[config.mk]
export PLATFORM = sky130hd
export DESIGN_NAME = cpp_panel_control
export DESIGN_NICKNAME = d
export VERILOG_FILES = /design/src/common/cpp_pkg.sv /design/src/cpp_panel_control.sv
export SDC_FILE = /design/constraint.sdc
export NUM_CORES = 1
export LEC_CHECK = 0
export BUFFER_PORTS_ARGS = -buffer_cell sky130_fd_sc_hd__buf_2
export CAP_MARGIN = 20
export CORE_ASPECT_RATIO = 1.2
export CORE_MARGIN = 1
export CORE_UTILIZATION = 53
export DETAILED_ROUTE_END_ITERATION = 10
export PLACE_DENSITY = 0.76
export SYNTH_ARGS = -nofsm -noshare
export SYNTH_HDL_FRONTEND = slang
export SYNTH_SLANG_ARGS = --single-unit
export TNS_END_PERCENT = 10
[constraint.sdc]
create_clock -name sys_clk -period 3.13 [get_ports sys_clk]
set_input_delay 0 -clock sys_clk [delete_from_list [all_inputs] [get_ports sys_clk]]
set_output_delay 0 -clock sys_clk [all_outputs]
set_load 0.01 [all_outputs]
[src/common/cpp_pkg.sv]
package cpp_pkg;
  localparam int unsigned CLK_HZ          = 200_000_000;
  localparam int unsigned HOLD_ON_MS      = 1000;
  localparam int unsigned HOLD_CFG_MS     = 5000;
  localparam int unsigned ERR_SHOW_MS     = 5000;
  localparam int unsigned DEBOUNCE_US     = 10;
  localparam int unsigned HOLD_ON_CYC     = HOLD_ON_MS * (CLK_HZ / 1000);
  localparam int unsigned HOLD_CFG_CYC    = HOLD_CFG_MS * (CLK_HZ / 1000);
  localparam int unsigned ERR_SHOW_CYC    = ERR_SHOW_MS * (CLK_HZ / 1000);
  localparam int unsigned DEBOUNCE_CYC    = DEBOUNCE_US * (CLK_HZ / 1_000_000);
  localparam logic [11:0] ADDR_CTRL_NEW   = 12'd1000;
  localparam logic [11:0] ADDR_CTRL_OLD   = 12'd2000;
  localparam logic [11:0] ADDR_MODULE_MAX = 12'd999;
  localparam logic [3:0]  YELLOW_ID_BASE  = 4'h1;
  localparam logic [3:0]  GREEN_ID_BASE   = 4'h8;
  localparam int unsigned SLAVES_PER_LINE = 4;
  localparam int unsigned LEGACY_MODULES  = 64;

  typedef enum logic [2:0] {
    PS_OFF     = 3'b000,
    PS_STARTUP = 3'b001,
    PS_ON      = 3'b010,
    PS_ERRSHOW = 3'b011,
    PS_CONFIG  = 3'b100
  } cpp_pwr_t;

  typedef struct packed {
    logic green;
    logic red;
  } cpp_led_t;

  typedef struct packed {
    logic       connected;
    logic       onGreenLine;
    logic [2:0] order;
  } cpp_chain_t;
endpackage

[src/cpp_panel_control.sv]
// Behaviour
// - Off, one-second hold: supply on, green
// - On, one-second hold: supply off, dark
// - Five-second hold while off enters bitrate configuration mode
// - Start error: red five seconds, then off
// - Running error: stay on, red steady
// - Button and remote share one supply
// - High voltage only with loop current
// - Loop open stops high voltage on the next clock edge
// - Unconnected slave keeps connector and number LEDs dark
// - Slave shows line colour and order
// - Line ids 1-5 yellow, 8-12 green
// - Addresses 1000, 2000, modules 0-999
// - Four slaves per line, eight total
// - 64 legacy modules per line
// - Master: upper yellow, lower green connector LEDs
`timescale 1ns/1ps
module cpp_panel_control
  import cpp_pkg::*;
#(
  parameter int unsigned HoldOnCyc  = HOLD_ON_CYC,
  parameter int unsigned HoldCfgCyc = HOLD_CFG_CYC,
  parameter int unsigned ErrShowCyc = ERR_SHOW_CYC,
  parameter int unsigned DebCyc     = DEBOUNCE_CYC
) (
  input  wire logic       sys_clk,
  input  wire logic       rst_n,
  input  wire logic       powerButton,
  input  wire logic       remoteOn,
  input  wire logic       remoteOff,
  input  wire logic       supplyError,
  input  wire logic       cfgDone,
  input  wire logic       isMaster,
  input  wire logic       chainConnected,
  input  wire logic       chainOnGreen,
  input  wire logic [2:0] chainOrder,
  input  wire logic       floatingLoopSense,
  input  wire logic       groundedLoopSense,
  input  wire logic       hvRequest,
  input  wire logic [6:0] legacyModuleCount,
  output logic            supplyOn,
  output cpp_led_t        state_indicator_led,
  output logic            configMode,
  output logic            hvEnable,
  output cpp_led_t        upperConnLed,
  output cpp_led_t        lowerConnLed,
  output logic [3:0]      numberLeds,
  output logic [3:0]      chain_position_id,
  output logic [11:0]     ownAddress,
  output logic            legacyOverflow
);
  // Counters are sized for the defaults; refuse what they cannot hold
  if (HoldOnCyc == 0) begin
    $error("cpp_panel_control: HoldOnCyc must be non-zero");
  end
  if (HoldCfgCyc <= HoldOnCyc) begin
    $error("cpp_panel_control: HoldCfgCyc must exceed HoldOnCyc");
  end
  if (ErrShowCyc == 0) begin
    $error("cpp_panel_control: ErrShowCyc must be non-zero");
  end
  if (DebCyc == 0 || DebCyc > 65536) begin
    $error("cpp_panel_control: DebCyc must fit the 16-bit debounce counter");
  end

  // Reset enters asynchronously but leaves in step with the clock
  logic [1:0] rstSync_q;
  logic       rstInt_n;
  always_ff @(posedge sys_clk or negedge rst_n) begin
    if (!rst_n) rstSync_q <= 2'b00;
    else        rstSync_q <= {rstSync_q[0], 1'b1};
  end
  assign rstInt_n = rstSync_q[1];

  // Debounce: level must hold steady for DebCyc cycles
  // Pin idles low, so reset to released avoids a false press
  logic        btn_q;
  logic [15:0] debCnt_q;
  always_ff @(posedge sys_clk or negedge rstInt_n) begin
    if (!rstInt_n) begin
      btn_q    <= 1'b0;
      debCnt_q <= 16'h0000;
    end else if (powerButton == btn_q) begin
      debCnt_q <= 16'h0000;
    end else if (debCnt_q >= 16'(DebCyc - 1)) begin
      btn_q    <= powerButton;
      debCnt_q <= 16'h0000;
    end else begin
      debCnt_q <= debCnt_q + 16'h0001;
    end
  end

  // Hold timer; action fires on release so a 5 s hold is never also a toggle
  // Counter saturates at the config count so a long hold never wraps
  logic [31:0] holdCnt_q;
  logic        btnPrev_q;
  logic        release1s;
  logic        reach5s;
  always_ff @(posedge sys_clk or negedge rstInt_n) begin
    if (!rstInt_n) begin
      holdCnt_q <= 32'h0000_0000;
      btnPrev_q <= 1'b0;
    end else begin
      btnPrev_q <= btn_q;
      if (!btn_q)                        holdCnt_q <= 32'h0000_0000;
      else if (holdCnt_q < HoldCfgCyc)   holdCnt_q <= holdCnt_q + 32'h0000_0001;
    end
  end
  // Short press leaves no trace; 5 s hold is claimed by config
  assign release1s = btnPrev_q && !btn_q && holdCnt_q >= HoldOnCyc
                     && holdCnt_q < HoldCfgCyc;
  assign reach5s   = btn_q && holdCnt_q == HoldCfgCyc - 1;

  // Remote commands act only in OFF and ON; other states ignore them
  // Start error is sampled in the single STARTUP cycle
  cpp_pwr_t    pwr_q;
  logic [31:0] errCnt_q;
  logic        runErr_q;
  always_ff @(posedge sys_clk or negedge rstInt_n) begin
    if (!rstInt_n) begin
      pwr_q    <= PS_OFF;
      errCnt_q <= 32'h0000_0000;
      runErr_q <= 1'b0;
    end else begin
      unique case (pwr_q)
        PS_OFF: begin
          runErr_q <= 1'b0;
          if (reach5s) pwr_q <= PS_CONFIG;
          else if (release1s || remoteOn) pwr_q <= PS_STARTUP;
        end
        PS_STARTUP: begin
          errCnt_q <= 32'h0000_0000;
          if (supplyError) pwr_q <= PS_ERRSHOW;
          else             pwr_q <= PS_ON;
        end
        PS_ON: begin
          if (supplyError) runErr_q <= 1'b1;
          if (release1s || remoteOff) pwr_q <= PS_OFF;
        end
        PS_ERRSHOW: begin
          errCnt_q <= errCnt_q + 32'h0000_0001;
          if (errCnt_q >= ErrShowCyc - 1) pwr_q <= PS_OFF;
        end
        PS_CONFIG: begin
          if (cfgDone) pwr_q <= PS_OFF;
        end
        default: pwr_q <= PS_OFF;
      endcase
    end
  end

  // Outputs registered from state
  always_ff @(posedge sys_clk or negedge rstInt_n) begin
    if (!rstInt_n) begin
      supplyOn            <= 1'b0;
      state_indicator_led <= '0;
      configMode          <= 1'b0;
    end else begin
      supplyOn   <= (pwr_q == PS_ON) || (pwr_q == PS_STARTUP);
      configMode <= (pwr_q == PS_CONFIG);
      unique case (pwr_q)
        PS_ON:      state_indicator_led <= runErr_q ? cpp_led_t'{green: 1'b0, red: 1'b1}
                                           : cpp_led_t'{green: 1'b1, red: 1'b0};
        PS_ERRSHOW: state_indicator_led <= cpp_led_t'{green: 1'b0, red: 1'b1};
        PS_CONFIG:  state_indicator_led <= cpp_led_t'{green: 1'b1, red: 1'b0};
        default:    state_indicator_led <= '0;
      endcase
    end
  end

  // High voltage needs supply and current in both loops; no ramp on drop
  // Either loop source opening drops the enable on the next edge
  logic loopOk;
  assign loopOk = floatingLoopSense && groundedLoopSense;
  always_ff @(posedge sys_clk or negedge rstInt_n) begin
    if (!rstInt_n) hvEnable <= 1'b0;
    else           hvEnable <= hvRequest && loopOk && pwr_q == PS_ON;
  end

  // Address is fixed for this controller; the legacy count only flags excess
  always_ff @(posedge sys_clk or negedge rstInt_n) begin
    if (!rstInt_n) begin
      ownAddress     <= 12'h000;
      legacyOverflow <= 1'b0;
    end else begin
      ownAddress     <= ADDR_CTRL_NEW;
      legacyOverflow <= legacyModuleCount > 7'(LEGACY_MODULES);
    end
  end

  // Chain indication; order 0 is shown as is, orders past four read as unlinked
  logic       slaveValid;
  logic [3:0] lineBase;
  assign slaveValid = chainConnected && chainOrder < 3'(SLAVES_PER_LINE + 1);
  assign lineBase   = chainOnGreen ? GREEN_ID_BASE : YELLOW_ID_BASE;
  always_ff @(posedge sys_clk or negedge rstInt_n) begin
    if (!rstInt_n) begin
      upperConnLed      <= '0;
      lowerConnLed      <= '0;
      numberLeds        <= 4'h0;
      chain_position_id <= 4'h0;
    end else begin
      if (isMaster) begin
        upperConnLed      <= '{green: 1'b1, red: 1'b1};
        lowerConnLed      <= '{green: 1'b1, red: 1'b0};
        numberLeds        <= 4'h0;
        chain_position_id <= YELLOW_ID_BASE;
      end else if (slaveValid) begin
        upperConnLed      <= chainOnGreen ? cpp_led_t'{green: 1'b1, red: 1'b0}
                                          : cpp_led_t'{green: 1'b1, red: 1'b1};
        lowerConnLed      <= '0;
        numberLeds        <= {1'b0, chainOrder};
        chain_position_id <= lineBase + {1'b0, chainOrder};
      end else begin
        upperConnLed      <= '0;
        lowerConnLed      <= '0;
        numberLeds        <= 4'h0;
        chain_position_id <= 4'h0;
      end
    end
  end
endmodule

==> metrics.csv <==
metric;value;unit
post-place setup slack;751;ps
# port buffers;44;
DP Area;0.00556;sq mm
Clock Pin Slew Worst Setup and Hold Paths;70;ps
Multi-input gate area;0.00245;sq mm
Mean Syn Cell Area;9.76;sq um
wirelength, routed;10.7;mm
row cnt;39;
CP Data Required Time;3410;ps
Clock Skews;8.72;ps
fmax;0.411;GHz
Total Negative Setup Slacks;0;ps
mean routed wirelength per cell;14.8;um
# fillers;749;
starting density of the core;54.8;%
register area;0.00263;sq mm
CP cell instances;and3_2 -> nand4_1 -> a211o_1 -> nand4b_2 -> or4_1 -> a21oi_1;
Cells after Synth;540;
max incr delay on CP;610;ps
Initial DRC Count;291;
aggregate global-route resource usage;22.9;%
PwrDens;535;mW/mm^2
share of post-route cells with drive strength above 1;13.9;%
drt pass-1 iters;4;
Slowest cell on crit path;a211o_1;
most frequent cells in the layout;dfrtp_1, nand2_1, nor2_1, buf_2, nand3_1;
Synth Flop Type;dfrtp_1;
max cap viols;0;
outcome;finished, final reports clean;
Final period util;77.7;%
Clock Tree Buf Depth;2;
crit path max fanout;21;
Largest delay share family, worst path;simple AND/OR/NAND/NOR gates;
H-tree lvl count;3;
DP HPWL;7.13;mm
Async SR Flop Fraction;100;%
GP Congestion;0.870;
design area;0.00606;sq mm
clk sinks;105;
die height;111;um
remaining routing DRC violations;0;
routed via count;4152;
CP arrival;2710;ps
Rel. slew slack;38.1;%
endpoints failing hold;0;
final net count;629;
initial antenna violation count;0;
Core Area;0.00961;sq mm
Setup WS post-layout;699;ps
Static Leak;2.71;nW
GR Overflow Total;0;
crit path time final;2430;ps
Post-synth EDFFs;0;
Max VDD drop;0.000391;V
first-pass GRT wire length;18.9;mm
ANT cells;0;
Hold WC Path Type;input pin to flip-flop;
Final ANT Viol Nets;0;
area grow syn2layout;15.0;%
largest net degree at the start of global routing;74;
vias in the first global route;4075;
I/O Pins;53;
Netlist Area Pre-Place;0.00527;sq mm
Die Area;0.0104;sq mm
Root Driver;clkbuf_16;
register area share after synthesis;49.8;%
clock insertion delay at the later pin of the skew report;350;ps
unrepaired setup endpoints after global routing;no;
Synth Warn #;0;
Worst-Margin Slew;929;ps
Die Wd;93.1;um
Final Max Slew Viols;0;
cts bufs inserted;9;
Tot Pwr;3.24;mW
CTS tree;built;
Unique masters post-synth;60;
final setup vio count;0;
most common cell after layout, fill and taps aside;dfrtp_1;
type of element launching the critical path;flip-flop;
crit path kind;flip-flop to flip-flop;
Seq cells post-synth;105;
crit end category;flip-flop;
vias per cell;5.70;
CP bufs+invs;0;
-- cell usage after synthesis, types with 2 or more instances --
master | number | area [sq um]
o21bai_1 | 2 | 15.0
a31o_2 | 2 | 17.5
or4_1 | 8 | 60.1
xnor2_1 | 12 | 105
nor4_2 | 2 | 25.0
a21o_1 | 3 | 22.5
nand4b_1 | 2 | 17.5
nand4_1 | 21 | 131
nand4_4 | 2 | 42.5
ha_1 | 6 | 75.1
o211ai_1 | 8 | 60.1
conb_1 | 2 | 7.51
xor2_1 | 18 | 158
or3_1 | 4 | 25.0
buf_6 | 2 | 22.5
clkbuf_1 | 12 | 45.0
o31ai_1 | 13 | 97.6
nor2_1 | 56 | 210
mux2_2 | 2 | 22.5
nor3_1 | 12 | 60.1
nand2b_1 | 6 | 37.5
and4_1 | 5 | 43.8
mux2i_1 | 13 | 130
o21ai_0 | 21 | 105
nor4_1 | 8 | 50.1
buf_4 | 13 | 97.6
nand2_1 | 63 | 236
a21oi_1 | 12 | 60.1
and2_1 | 13 | 81.3
buf_2 | 3 | 15.0
nand3_1 | 35 | 175
dfrtp_1 | 105 | 2630
inv_1 | 14 | 52.6
clkinv_1 | 2 | 7.51
and3_1 | 13 | 81.3
-- stage by stage --
step	instances	utilization (%)	hold slack, ps
global route	728	63.0	171
finish	728	63.0	155
floorplan	553	-	-296
detailed placement	696	57.9	-213
global placement	696	57.9	-215
CTS	728	63.0	145
-- worst register-to-register path: stages, from the launching register on --
cell and delay (ps):
dfrtp_1 450, and3_2 220, nand4_1 110, a211o_1 610, nand4b_2 350, or4_1 480
a21oi_1 150
-- kinds of logic after synthesis --
kind of cell | after synthesis | synth area share [%]
simple gates | 262 | 26.5
flops | 105 | 49.8
compound gates | 74 | 9.68
buf+inv | 46 | 4.56
xor+xnor | 30 | 4.98
mux | 15 | 2.89
fa+ha+maj | 6 | 1.42
other cells | 2 | 0.142
-- power by group --
group          switching, mW  internal, mW  total (mW)
Combinational          0.278         0.160       0.438
Clock                  0.493         0.784        1.28
Sequential             0.100          1.43        1.53
Total                  0.871          2.37        3.24
-- final cells by class --
type / instances / share of cell area (%)
sequential: 105 / 43.4
timing repair buffer: 66 / 7.02
multi-input combinational: 402 / 40.5
clock buffer: 11 / 3.84
inverter: 16 / 0.991
tap: 123 / 2.54
clock inverter: 5 / 1.71
-- timing repair --
item / 4_1_cts / 5_1_grt
hold endpoints to repair: 17 / 0
resized for setup: 0 / 0
buffers inserted: 0 / 0
hold buffers: 16 / 0
setup endpoints to repair: 0 / 0
-- per-layer routing --
layer  track usage (%)  part of all wire (%)  vias to the layer above
li1                  -                     -                     2011
met5                 0                     0                        -
met2              36.2                    49                      112
met4              9.85                   2.2                        0
met1              30.3                    44                     2010
met3              5.08                   4.6                       19
-- registers in the layout, indices dropped and copies added, names as in the netlist, 3 cells and up --
name               count
holdCnt_q             32
debCnt_q              16
pwr_q                  3
errCnt_q              32
chain_position_id      4
numberLeds             3
-- final timing paths --
| kind | cells past startpoint | slack [ps] | startpoint | to |
|---|---|---|---|---|
| setup / recovery | 6 | 700 | holdCnt_q[23] | holdCnt_q[28] |
| min in group asynchronous | 0 | 470 | rstSync_q[1] | errCnt_q[4] |
| hold / removal | 4 | 150 | remoteOn | pwr_q[0] |
| setup reg to reg | 6 | 700 | holdCnt_q[23] | holdCnt_q[28] |
| max in group asynchronous | 1 | 1810 | rstSync_q[1] | errCnt_q[22] |
| hold reg to reg | 0 | 370 | rstSync_q[0] | rstSync_q[1] |
No activity file was read; power rests on OpenSTA's default activity.
